--- config.mk ---
export PLATFORM = sky130hd
export DESIGN_NAME = pdx_ctrl_flat
export DESIGN_NICKNAME = d
export VERILOG_FILES = /design/src/hw/pdx_pkg.sv /design/src/hw/pdx_if.sv /design/src/hw/pdx_ctrl.sv /design/src/flat_wrapper.sv
export SDC_FILE = /design/constraint.sdc
export NUM_CORES = 1
export LEC_CHECK = 0
export ABC_CLOCK_PERIOD_IN_PS = 2250
export BUFFER_PORTS_ARGS = -buffer_cell sky130_fd_sc_hd__buf_2
export CORE_ASPECT_RATIO = 0.9
export CORE_MARGIN = 2
export CORE_UTILIZATION = 49
export DETAILED_ROUTE_END_ITERATION = 10
export MAX_ROUTING_LAYER = met4
export PLACE_DENSITY = 0.72
export SLEW_MARGIN = 20
export SYNTH_ARGS = -nofsm -noshare
export SYNTH_HDL_FRONTEND = slang
export SYNTH_SLANG_ARGS = --single-unit
--- constraint.sdc ---
create_clock -name clock_i -period 2.25 [get_ports clock_i]
set_clock_uncertainty 0.2 [all_clocks]
set_input_delay 0.45 -clock clock_i [delete_from_list [all_inputs] [get_ports clock_i]]
set_output_delay 0.45 -clock clock_i [all_outputs]
set_load 0.02 [all_outputs]
--- src/hw/pdx_pkg.sv ---
// Package with timing constants and types shared by both power-down ends
package pdx_pkg;
	localparam int CLK_PERIOD_PS = 40000;
	localparam int T_CKE_PS = 7500;
	localparam int N_CKE = 4;
	localparam int T_CMDCKE_PS = 1750;
	localparam int N_CMDCKE = 3;
	localparam int T_CKELCK_PS = 5000;
	localparam int N_CKELCK = 5;
	localparam int T_CKELCS_PS = 5000;
	localparam int N_CKELCS = 5;
	localparam int T_CKCKEH_PS = 1750;
	localparam int N_CKCKEH = 3;
	localparam int T_XP_PS = 7500;
	localparam int N_XP = 5;
	localparam int T_CKEHCS_PS = 7500;
	localparam int N_CKEHCS = 5;
	localparam int T_MRWCKEL_PS = 14000;
	localparam int N_MRWCKEL = 10;
	localparam int T_ZQCKE_PS = 1750;
	localparam int N_ZQCKE = 3;
	localparam int T_CSCKE_PS = 1750;
	localparam int CNT_W = 5;
	localparam logic [2:0] ODT_CA_LSB = 3'h4;

	// Larger of cycle minimum and time minimum in whole cycles
	function automatic int pdx_cyc(input int ps, input int n);
		int c;
		c = (ps + CLK_PERIOD_PS - 1) / CLK_PERIOD_PS;
		if (c < 1) begin
			c = 1;
		end
		return (c > n) ? c : n;
	endfunction

	localparam logic [CNT_W-1:0] C_CKE     = CNT_W'(pdx_cyc(T_CKE_PS, N_CKE));
	localparam logic [CNT_W-1:0] C_CMDCKE  = CNT_W'(pdx_cyc(T_CMDCKE_PS, N_CMDCKE));
	localparam logic [CNT_W-1:0] C_CKELCK  = CNT_W'(pdx_cyc(T_CKELCK_PS, N_CKELCK));
	localparam logic [CNT_W-1:0] C_CKELCS  = CNT_W'(pdx_cyc(T_CKELCS_PS, N_CKELCS));
	localparam logic [CNT_W-1:0] C_CKCKEH  = CNT_W'(pdx_cyc(T_CKCKEH_PS, N_CKCKEH));
	localparam logic [CNT_W-1:0] C_XP      = CNT_W'(pdx_cyc(T_XP_PS, N_XP));
	localparam logic [CNT_W-1:0] C_CKEHCS  = CNT_W'(pdx_cyc(T_CKEHCS_PS, N_CKEHCS));
	localparam logic [CNT_W-1:0] C_MRWCKEL = CNT_W'(pdx_cyc(T_MRWCKEL_PS, N_MRWCKEL));
	localparam logic [CNT_W-1:0] C_ZQCKE   = CNT_W'(pdx_cyc(T_ZQCKE_PS, N_ZQCKE));
	localparam logic [CNT_W-1:0] C_CSCKE   = CNT_W'(pdx_cyc(T_CSCKE_PS, 1));

	// Power-down class reported by the memory
	typedef enum logic [1:0] {
		PDX_PD_NONE   = 2'b00,
		PDX_PD_IDLE   = 2'b01,
		PDX_PD_ACTIVE = 2'b10,
		PDX_PD_SELF   = 2'b11
	} pdx_pd_t;

	// Controller sequencer states
	typedef enum logic [2:0] {
		PDX_C_RUN   = 3'b000,
		PDX_C_PRE   = 3'b001,
		PDX_C_LOW   = 3'b010,
		PDX_C_DOWN  = 3'b011,
		PDX_C_WAKE  = 3'b100,
		PDX_C_XP    = 3'b101
	} pdx_cst_t;
endpackage

--- src/hw/pdx_if.sv ---
// Interface joining the controller and memory power-down ends
`timescale 1ns/1ns
`default_nettype none
interface pdx_if;
	logic       cke;
	logic       cs;
	logic       clk_valid;
	logic [5:0] ca;
	modport ctrl (output cke, output cs, output clk_valid, output ca);
	modport mem  (input cke, input cs, input clk_valid, input ca);
endinterface
`default_nettype wire

--- src/hw/pdx_ctrl.sv ---
// Controller end: sequences clock-enable, chip select and clock around power-down
`timescale 1ns/1ns
`default_nettype none
module pdx_ctrl
	import pdx_pkg::*;
(
	input  wire logic       clock_i,
	input  wire logic       sys_rst_i,
	pdx_if.ctrl             link,
	input  wire logic       pd_req_i,
	input  wire logic       cmd_req_i,
	input  wire logic [5:0] cmd_ca_i,
	input  wire logic       cmd_is_mrw_i,
	input  wire logic       cmd_is_zq_i,
	input  wire logic       blocking_op_i,
	input  wire logic       osc_run_i,
	input  wire logic       refresh_due_i,
	output var  logic       cmd_ack_o,
	output var  logic       in_pd_o,
	output var  logic       clk_stop_ok_o
);
	typedef struct packed {
		pdx_cst_t         st;
		logic [CNT_W-1:0] cnt;
		logic [CNT_W-1:0] cmdgap;
		logic [CNT_W-1:0] hold;
		logic             cke;
		logic             cs;
		logic             ck;
		logic [5:0]       ca;
		logic             ack;
		logic             stop_ok;
		logic             pd;
	} pdx_cst_s_t;

	pdx_cst_s_t s_reg;
	pdx_cst_s_t s_next;

	// Larger of two counts; a wait bound by two minima must cover both
	function automatic logic [CNT_W-1:0] pdx_max(input logic [CNT_W-1:0] a,
			input logic [CNT_W-1:0] b);
		return (a > b) ? a : b;
	endfunction

	// Sequencer; each wait uses the max of time and cycle minima
	always_comb begin
		s_next = s_reg;
		s_next.ack = 1'b0;
		s_next.ca = 6'h00;
		s_next.stop_ok = 1'b0;
		if (s_reg.cnt != '0) begin
			s_next.cnt = s_reg.cnt - CNT_W'(1);
		end
		if (s_reg.cmdgap != '0) begin
			s_next.cmdgap = s_reg.cmdgap - CNT_W'(1);
		end
		case (s_reg.st)
			PDX_C_RUN: begin
				s_next.cs = 1'b0;
				if (s_reg.cnt == '0 && cmd_req_i && !pd_req_i) begin
					s_next.cs = 1'b1;
					s_next.ca = cmd_ca_i;
					s_next.ack = 1'b1;
					s_next.cmdgap = C_CMDCKE;
					// Post-command clock hold for register write or calibration
					s_next.hold = cmd_is_mrw_i ? C_MRWCKEL :
						(cmd_is_zq_i ? C_ZQCKE : C_CKELCK);
				end else if (pd_req_i && s_reg.cnt == '0 && s_reg.cmdgap == '0
						&& !cmd_req_i && !blocking_op_i && !osc_run_i) begin
					s_next.st = PDX_C_PRE;
					s_next.cnt = C_CSCKE;
				end
			end
			PDX_C_PRE: begin
				// Chip select already settled low before the fall
				if (s_reg.cnt == '0) begin
					s_next.cke = 1'b0;
					s_next.st = PDX_C_LOW;
					s_next.cnt = pdx_max(s_reg.hold, C_CKELCS);
				end
			end
			PDX_C_LOW: begin
				s_next.cs = 1'b0;
				s_next.ck = 1'b1;
				if (s_reg.cnt == '0) begin
					s_next.st = PDX_C_DOWN;
					s_next.cnt = (C_CKE > C_CKELCK) ? C_CKE - C_CKELCK : CNT_W'(0);
				end
			end
			PDX_C_DOWN: begin
				s_next.stop_ok = 1'b1;
				s_next.ck = 1'b0;
				// Low pulse must still reach its minimum before waking
				if (s_reg.cnt == '0 && (!pd_req_i || refresh_due_i)) begin
					s_next.st = PDX_C_WAKE;
					s_next.ck = 1'b1;
					s_next.stop_ok = 1'b0;
					s_next.cnt = pdx_max(C_CKCKEH, C_CSCKE);
				end
			end
			PDX_C_WAKE: begin
				s_next.ck = 1'b1;
				if (s_reg.cnt == '0) begin
					s_next.cke = 1'b1;
					s_next.st = PDX_C_XP;
					s_next.cnt = pdx_max(C_XP, C_CKEHCS);
				end
			end
			PDX_C_XP: begin
				s_next.cs = 1'b0;
				if (s_reg.cnt == '0) begin
					s_next.st = PDX_C_RUN;
					s_next.hold = C_CKELCK;
					// High pulse minimum also covered before next fall
					s_next.cnt = (C_CKE > C_XP) ? C_CKE - C_XP : CNT_W'(0);
				end
			end
			default: begin
				s_next.st = PDX_C_RUN;
			end
		endcase
		if (sys_rst_i) begin
			s_next = '0;
			s_next.st = PDX_C_RUN;
			s_next.cke = 1'b1;
			s_next.ck = 1'b1;
			s_next.hold = C_CKELCK;
		end
		// Power-down flag kept as its own flop so the output needs no gate
		s_next.pd = ~s_next.cke;
	end

	always_ff @(posedge clock_i) begin
		s_reg <= s_next;
	end

	assign link.cke      = s_reg.cke;
	assign link.cs       = s_reg.cs;
	assign link.clk_valid = s_reg.ck;
	assign link.ca       = s_reg.ca;
	assign cmd_ack_o     = s_reg.ack;
	assign in_pd_o       = s_reg.pd;
	assign clk_stop_ok_o = s_reg.stop_ok;
endmodule
`default_nettype wire

--- src/flat_wrapper.sv ---
// flat-port wrapper written by rule: the top's interface ports become plain ports
module pdx_ctrl_flat import pdx_pkg::*;
  (clock_i, sys_rst_i, pd_req_i, cmd_req_i, cmd_ca_i, cmd_is_mrw_i, cmd_is_zq_i, blocking_op_i, osc_run_i, refresh_due_i, cmd_ack_o, in_pd_o, clk_stop_ok_o, link_cke, link_cs, link_clk_valid, link_ca);
  pdx_if link_i ();
  input  wire logic clock_i;
  input  wire logic sys_rst_i;
  input  wire logic pd_req_i;
  input  wire logic cmd_req_i;
  input  wire logic [5:0] cmd_ca_i;
  input  wire logic cmd_is_mrw_i;
  input  wire logic cmd_is_zq_i;
  input  wire logic blocking_op_i;
  input  wire logic osc_run_i;
  input  wire logic refresh_due_i;
  output var  logic cmd_ack_o;
  output var  logic in_pd_o;
  output var  logic clk_stop_ok_o;
  output wire logic [$bits(link_i.cke)-1:0] link_cke;
  output wire logic [$bits(link_i.cs)-1:0] link_cs;
  output wire logic [$bits(link_i.clk_valid)-1:0] link_clk_valid;
  output wire logic [$bits(link_i.ca)-1:0] link_ca;
  assign link_cke = link_i.cke;
  assign link_cs = link_i.cs;
  assign link_clk_valid = link_i.clk_valid;
  assign link_ca = link_i.ca;
  pdx_ctrl u_core (.clock_i(clock_i), .sys_rst_i(sys_rst_i), .link(link_i), .pd_req_i(pd_req_i), .cmd_req_i(cmd_req_i), .cmd_ca_i(cmd_ca_i), .cmd_is_mrw_i(cmd_is_mrw_i), .cmd_is_zq_i(cmd_is_zq_i), .blocking_op_i(blocking_op_i), .osc_run_i(osc_run_i), .refresh_due_i(refresh_due_i), .cmd_ack_o(cmd_ack_o), .in_pd_o(in_pd_o), .clk_stop_ok_o(clk_stop_ok_o));
endmodule
Word level (Yosys, flattened, before mapping)
Cells that the tools add are included.
{"block": "totals", "regBits": 30, "latchBits": 0, "ramBits": 0, "mem_bits_ro": 0, "in_bits": 15, "output_inout_bits": 12, "wordCells": 89, "memories": 0}
{"block": "op_classes", "n_addsub": 2, "mul": 0, "n_div": 0, "magnitude_cmp": 1, "n_eq_ne": 13, "n_shift": 0, "n_mux": 30, "bitwise": 4, "reduce_logical": 28}
{"operator": "$mux W8", "count": 7}
{"operator": "$mux W5", "count": 6}
{"operator": "$pmux W5 S6", "count": 1}
{"operator": "$pmux W3 S6", "count": 1}
{"operator": "$mux W7", "count": 2}
{"operator": "$ne A2 B1 Y1 const B", "count": 7}
{"operator": "$mux W12", "count": 1}
{"operator": "$logic_not A5 Y1", "count": 2}
{"operator": "$mux W10", "count": 1}
{"operator": "$pmux W5 S2", "count": 1}
{"operator": "$reduce_bool A5 Y1", "count": 2}
{"operator": "$sub A5 B1 Y5 const B", "count": 2}
{"operator": "$logic_and A1 B1 Y1", "count": 8}
{"operator": "$reduce_or A2 Y1", "count": 4}
{"operator": "$reduce_and A7 Y1", "count": 1}
{"operator": "$eq A3 B2 Y1 const B", "count": 2}
{"operator": "$eq A3 B3 Y1 const B", "count": 2}
{"operator": "$mux W1", "count": 6}
{"operator": "$pmux W1 S2", "count": 3}
{"operator": "$reduce_bool A2 Y1", "count": 3}
{"operator": "$gt A5 B3 Y1 const B", "count": 1}
{"operator": "$logic_not A1 Y1", "count": 4}
{"operator": "$not A1 Y1", "count": 4}
{"operator": "$eq A3 B1 Y1 const B", "count": 1}
{"operator": "6 further kinds", "count": 6}

Logic depth before layout (Yosys ltp)
Gate-level depths: netlist of run 1.
{"block": "depth", "ltp_word": 9, "ltp_mapped": 9, "ltp_nobuf": 9}

Worst setup path before layout of run 1
Ideal clock, no wire load.
{"block": "synth_path", "path_kind": "register to register", "startpoint": "reg u_core.s_reg[22] in the netlist's numbering", "endpoint": "reg u_core.s_reg[22] in the netlist's numbering", "setup_ps": 129, "arrival_ps": 1931, "t_required_ps": 1921, "setup_slack_ps": -10, "path_stages_with_launch": 10, "path_buffers": 0, "synth_period_minus_slack_ps": 2260, "cell_sequence": "dfxtp_1 -> inv_1 -> ha_1 -> nor4b_4 -> inv_2 -> ha_1 -> nor2_1 -> o211a_1 -> a221oi_1 -> a31oi_1"}
{"block": "synth_between", "elab_chain_len": 9, "word_cells_on_any_way": 20, "cone_classes": "1 x add/sub; 9 x mux; 10 x reduce/logical"}
{"element": "start, declared", "line": "pdx_ctrl.sv:36", "rtl": "pdx_cst_s_t s_reg;"}
{"element": "start signal, assigned", "line": "pdx_ctrl.sv:134", "rtl": "s_reg <= s_next;"}
{"element": "parallel branches: the longest is 8 deep, another holds $sub A5 B1 Y5"}
{"element": "$pmux W5 S6 *", "line": "pdx_ctrl.sv:57", "rtl": "case (s_reg.st)"}
Mark *: on every way between the ends. The select of a mux whose other input is x is not followed.
A chain may end at the register's enable or synchronous reset.

Final worst setup path of run 1
Ends and elaborated chain as after synthesis.

==> results of run 1 <==
[cell usage in the layout (no fill, tap or decap), types with 3 or more instances in the layout]
| master | instances |
|---|---|
| dfxtp_1 | 28 |
| buf_2 | 26 |
| nor2_1 | 15 |
| nand2_1 | 12 |
| a21oi_1 | 12 |
| inv_1 | 9 |
| buf_4 | 8 |
| and2_1 | 7 |
| nand3_1 | 5 |
| o21ai_0 | 5 |
| clkbuf_4 | 5 |
| a21o_1 | 4 |
| nand2b_1 | 4 |
| xnor2_1 | 4 |
| a2111oi_0 | 3 |
| nor4_1 | 3 |
| nor3_1 | 3 |
| a211oi_1 | 3 |
| ha_1 | 3 |
[critical path, cell delays in order (launching register included)]
cell      delay, ps
dfxtp_2         360
inv_2            80
ha_2            200
nor4b_4         230
inv_2            90
ha_4            280
nor2_1           50
o211a_1         200
a221oi_1        200
a31oi_1         120
[area by class of cell]
| class | instances | area [um2] | area share, % |
|---|---|---|---|
| multi-input cells | 117 | 786 | 45.2 |
| flip-flops and latches | 29 | 582 | 33.5 |
| repair buffers | 34 | 190 | 10.9 |
| clock buffers | 6 | 51.3 | 2.95 |
| well taps | 40 | 50.0 | 2.88 |
| inverters | 11 | 41.3 | 2.38 |
| clock inverters | 2 | 37.5 | 2.16 |
[routing by layer]
layer,vias up,global-route usage (%),share of wire (%)
met5,-,-,0
met3,2,7.67,5.7
li1,648,-,-
met1,620,29.2,44
met2,37,32.3,50
met4,0,4.86,0.46
[power by group through the flow]
| stage | clock (mW) | combinational [mW] | sequential [mW] |
|---|---|---|---|
| floorplan | 0 | 0.711 | 0.712 |
| detailed placement | 0 | 0.980 | 0.729 |
| global placement | 0 | 0.925 | 0.719 |
| finish | 0.456 | 1.00 | 0.720 |
| CTS | 0.464 | 0.985 | 0.717 |
| global route | 0.493 | 1.11 | 0.736 |
[worst min-delay path by stage]
stage                           from                 to  slack [ps]  cells past startpoint
floorplan           u_core.s_reg[13]   u_core.s_reg[13]         250                      2
global placement    u_core.s_reg[13]   u_core.s_reg[13]         260                      2
detailed placement  u_core.s_reg[13]   u_core.s_reg[13]         270                      2
CTS                      cmd_ca_i[4]  u_core.link.ca[4]         110                      2
global route             cmd_ca_i[5]  u_core.link.ca[5]         100                      2
finish                   cmd_ca_i[4]  u_core.link.ca[4]         110                      2
[metrics by stage]
stage                     instances  setup WS [ps]
final                           239            126
after global routing            239           11.9
after CTS                       239           95.3
after detailed placement        231            102
after global placement          231            217
after floorplan                 170          0.722
[cells by family (layout without fill, tap and decap cells)]
logic type | Yosys count | in the layout | synth area share [%]
compound gates | 41 | 41 | 18.4
flops | 29 | 29 | 39.8
xor+xnor | 6 | 6 | 3.60
simple gates | 65 | 65 | 26.2
buf+inv | 24 | 53 | 7.72
fa+ha+maj | 5 | 5 | 4.29
==> flow_summary.yaml, run 1 <==
outcome:
  status: "completed"
final_layout:
  antenna_cells: 0
  final_area_um2: 1740
  drive_gt1_share_pct: 27.6
  nNetsFinal: 218
  syn2layout_area_growth_pct: 19.1
  fillCellCount: 267
  final_core_util_pct: 62.2
  largest_reg_flops: 17
cts:
  clkSinkCount: 29
  post-cts-setup-buffer-count: 0
  cts_tree: "yes"
  htreeDepth: 2
  clockBufferDepth: 2
  worstSkewPairLatency_ps: 330
  ctsResizeCount: 0
  cts_hold_buf: 0
  numCtsBuffers: 5
  clockRootBuffer: "clkbuf_4"
  clkTransAtPathRegs_ps: 90
route:
  viasPerCell: 5.47
  first_pass_iters: 4
  drc: 0
  wl_per_cell_um: 13.6
  drtIter0Drc: 62
  via_count: 1307
  drt_wl_total_mm: 3.25
  ant_nets: 0
placed_design:
  dp_hpwl_mm: 2.42
  gp_congestion: 1.01
  place_area_um2: 1640
  port_buffers: 26
timing:
  slew_violations: 0
  max_slew_margin_pct: 58.8
  maxClockFrequency_mhz: 471
  setup_violations: 0
  rsz0062_at_grt: "false"
  fin_crit_sh_pct: 94.4
  holdWs_ps: 111
  setup-tns-final_ps: 0
  period_minus_slack_ps: 2120
  hold_violations: 0
  tightest_slew_ps: 610
global_route:
  grt_max_degree: 24
  grt_pass1_vias: 1265
  grt_usage_pct: 22.0
  grt_overflow: 0
  antenna_found_initial: 0
  grt_pass1_wl_mm: 5.59
synthesis:
  synth.distinct_cells: 41
  synthCells: 170
  yosysSeqAreaShare_pct: 39.8
  synthTopCellsByArea: "dfxtp_1, ha_1, a21oi_1"
  async_flop_share_pct: 0
  netlist_area_um2: 1460
  yosysMostFrequentCell: "dfxtp_1"
  synth_nets: 190
  ys.flop_type: "dfxtp_1"
  ys_seq_elements: 29
  synth_enable_flop_cells: 0
  ys_warn_count: 0
  yosysTopAreaCellShare_pct: 39.8
  synthTopCellsByCount: "dfxtp_1, nor2_1, a21oi_1, nand2_1, inv_1"
  synth.avg_cell_area_um2: 8.58
  yosys.area.top_type: "dfxtp_1"
floorplanning:
  die_area_um2: 3430
  ios: 27
  die_w_um: 61.5
  rows: 18
  start_util_pct: 52.2
  core_um2: 2790
  die_h_um: 55.8
worst_setup_path:
  critical_path.startpoint: "u_core.s_reg[22]"
  rrSetupSlack_ps: 130
  cp_max_fo: 4
  r2r-start: "u_core.s_reg[22]"
  timing.rr.end: "u_core.s_reg[22]"
  critical_path.endpoint_type: "register"
  cp_data_required_time_ps: 2260
  rr_worst_depth: 9
  critPathLaunchType: "register"
  endpoint: "u_core.s_reg[22]"
  cp.arrival_ps: 2130
  criticalPathCategory: "reg -> reg"
power:
  combPwrFrac_pct: 46.0
  power.switching_uw: 808
  powerDensity_nw_per_um2: 1250
  p_leak_nw: 0.736
  seq_power_share_pct: 33.0
  ir_drop_uv: 810
  swShare_pct: 37.1
  finalPower_mw: 2.18
  power.share.clock_pct: 20.9
  p_int_mw: 1.37
flow_run:
  drv_cap: 0
hold_path:
  hold_class: "in -> reg"
(Power assumes the default switching activity.)
==> run 2, diff against run 1 <==
- ABC_AREA: default -> 1
- ABC_CLOCK_PERIOD_IN_PS: 2250 -> default
- CELL_PAD_IN_SITES_DETAIL_PLACEMENT: default -> 1
- CELL_PAD_IN_SITES_GLOBAL_PLACEMENT: default -> 1
- CORE_UTILIZATION: 49 -> 35
- PLACE_DENSITY: 0.72 -> 0.71
==> flow_summary.yaml, run 2 <==
placed_design:
  gp_congestion: 0.858
  place_area_um2: 1650
  dp_cells: 273
  port_buffers: 26
  dp_hpwl_mm: 2.73
cts:
  numCtsBuffers: 5
  ctsResizeCount: 0
  clkTransAtPathRegs_ps: 70
  clockBufferDepth: 2
  clkSinkCount: 29
  cts_tree: "yes"
  cts_hold_buf: 0
  worstSkewPairLatency_ps: 280
  clockRootBuffer: "clkbuf_8"
  htreeDepth: 2
  post-cts-setup-buffer-count: 0
floorplanning:
  ios: 27
  die_w_um: 73.4
  rows: 22
  die_h_um: 66.4
  start_util_pct: 36.7
  core_um2: 4130
  die_area_um2: 4880
timing:
  setup_violations: 0
  setup-tns-final_ps: 0
  fin_crit_sh_pct: 84.1
  period_minus_slack_ps: 1890
  hold_violations: 0
  max_slew_margin_pct: 72.7
  slew_violations: 0
  maxClockFrequency_mhz: 528
  rsz0062_at_grt: "false"
  tightest_slew_ps: 408
global_route:
  grt_pass1_wl_mm: 6.04
  grt_usage_pct: 17.1
  grt_pass1_vias: 1324
  grt_overflow: 0
  grt_max_degree: 13
  antenna_found_initial: 0
final_layout:
  antenna_cells: 0
  syn2layout_area_growth_pct: 14.5
  fillCellCount: 535
  largest_reg_flops: 17
  drive_gt1_share_pct: 24.0
  most-common-layout-cells: "nand2_1, inv_1, dfxtp_1, nor2_1, buf_2"
  final_cells: 281
  final_common_cell: "nand2_1"
  final_area_um2: 1740
  final_core_util_pct: 42.1
  nNetsFinal: 252
synthesis:
  synthCells: 207
  synthTopCellsByCount: "nand2_1, inv_1, dfxtp_1"
  yosysSeqAreaShare_pct: 38.3
  ys.flop_type: "dfxtp_1"
  ys_seq_elements: 29
  synth.distinct_cells: 31
  ys_warn_count: 0
  yosys.area.top_type: "dfxtp_1"
  yosysMostFrequentCell: "nand2_1"
  synthTopCellsByArea: "dfxtp_1, nand2_1, inv_1"
  synth_enable_flop_cells: 0
  async_flop_share_pct: 0
  synth.avg_cell_area_um2: 7.33
  yosysTopAreaCellShare_pct: 38.3
  netlist_area_um2: 1520
  synth_nets: 227
worst_setup_path:
  critical_path.endpoint_type: "register"
  cp.arrival_ps: 1870
  cp_data_required_time_ps: 2230
  rrSetupSlack_ps: 360
  cpMaxStageDelayCell: "dfxtp_1"
  critPathLaunchType: "register"
  critPathTopFamily: "adder cells"
  cp_max_fo: 10
  crit_path_max_incr_delay_ps: 330
  crit_buf_inv: 2
  path_cells: "inv_1 -> ha_1 -> nand3_4 -> ha_1 -> inv_1 -> o21ai_0 -> nand4_1 -> nor2_1 -> nor2_1"
  criticalPathCategory: "reg -> reg"
power:
  finalPower_mw: 2.01
  p_leak_nw: 0.844
  powerDensity_nw_per_um2: 1160
  ir_drop_uv: 451
route:
  first_pass_iters: 4
  wl_per_cell_um: 12.6
  drtIter0Drc: 40
  ant_nets: 0
  drc: 0
  viasPerCell: 4.69
  via_count: 1317
  drt_wl_total_mm: 3.53
flow_run:
  drv_cap: 0
hold_path:
  hold_class: "in -> reg"
outcome:
  status: "completed"
==> run 2: cell types whose count changed in the layout (fill, tap and decap cells not counted), moves of 4 or more <==
cell,delta
nand3_1,+8
o21ai_0,+8
buf_4,-7
nand2_1,+24
a21o_1,-4
a21oi_2,+4
nand2b_1,-4
and2_1,-7
nor2_1,+11
inv_1,+21
clkbuf_4,-5
a21oi_1,-7
clkbuf_8,+4
==> run 2: final timing paths <==
check / from / to / cells past startpoint
max: u_core.s_reg[22] / u_core.s_reg[22] / 9
min: cmd_ca_i[4] / u_core.link.ca[4] / 3
max reg2reg: u_core.s_reg[22] / u_core.s_reg[22] / 9
min reg2reg: u_core.s_reg[14] / u_core.s_reg[14] / 2
==> run 2: area by class of cell <==
cell class,count,area (um2),share of cell area [%]
inverter,36,139,8.00
multi-input combinational,133,728,41.9
sequential,29,581,33.4
timing repair buffer,27,138,7.93
tap,48,60.1,3.46
clock inverter,3,22.5,1.30
clock buffer,5,68.8,3.96
==> run 2: where the power goes <==
| part | total (mW) | leakage [nW] | internal, mW | switching, mW |
|---|---|---|---|---|
| clock | 0.431 | 0.0364 | 0.216 | 0.215 |
| sequential | 0.713 | 0.237 | 0.621 | 0.0923 |
| combinational | 0.863 | 0.571 | 0.326 | 0.537 |
==> run 2: kinds of logic after synthesis <==
family                     synth area share [%]
and+or+nand+nor                            30.3
buffers and inverters                      13.7
AOI/OAI and AO/OA                          11.3
DFF                                        38.3
adders and majority gates                  4.13
xor gates and xnor gates                   2.31
==> run 2: layer usage <==
metal	vias up	track usage [%]	wire (um)
li1	694	-	-
met1	600	21.6	1810
met2	18	26.2	1540
met3	5	4.12	125
met4	0	6.82	50
met5	-	-	0
==> run 2: worst min-delay path: stages <==
cell and delay [ps]:
buf_2 90, inv_1 40, nor2_1 30
==> run 2: metrics by stage <==
| step | hold WS [ps] | worst slack [ps] |
|---|---|---|
| 3_3_place_gp | 262 | 453 |
| 2_1_floorplan | 243 | 542 |
| 6_report | 172 | 357 |
| 5_1_grt | 158 | 180 |
| 3_5_place_dp | 266 | 413 |
| 4_1_cts | 162 | 361 |
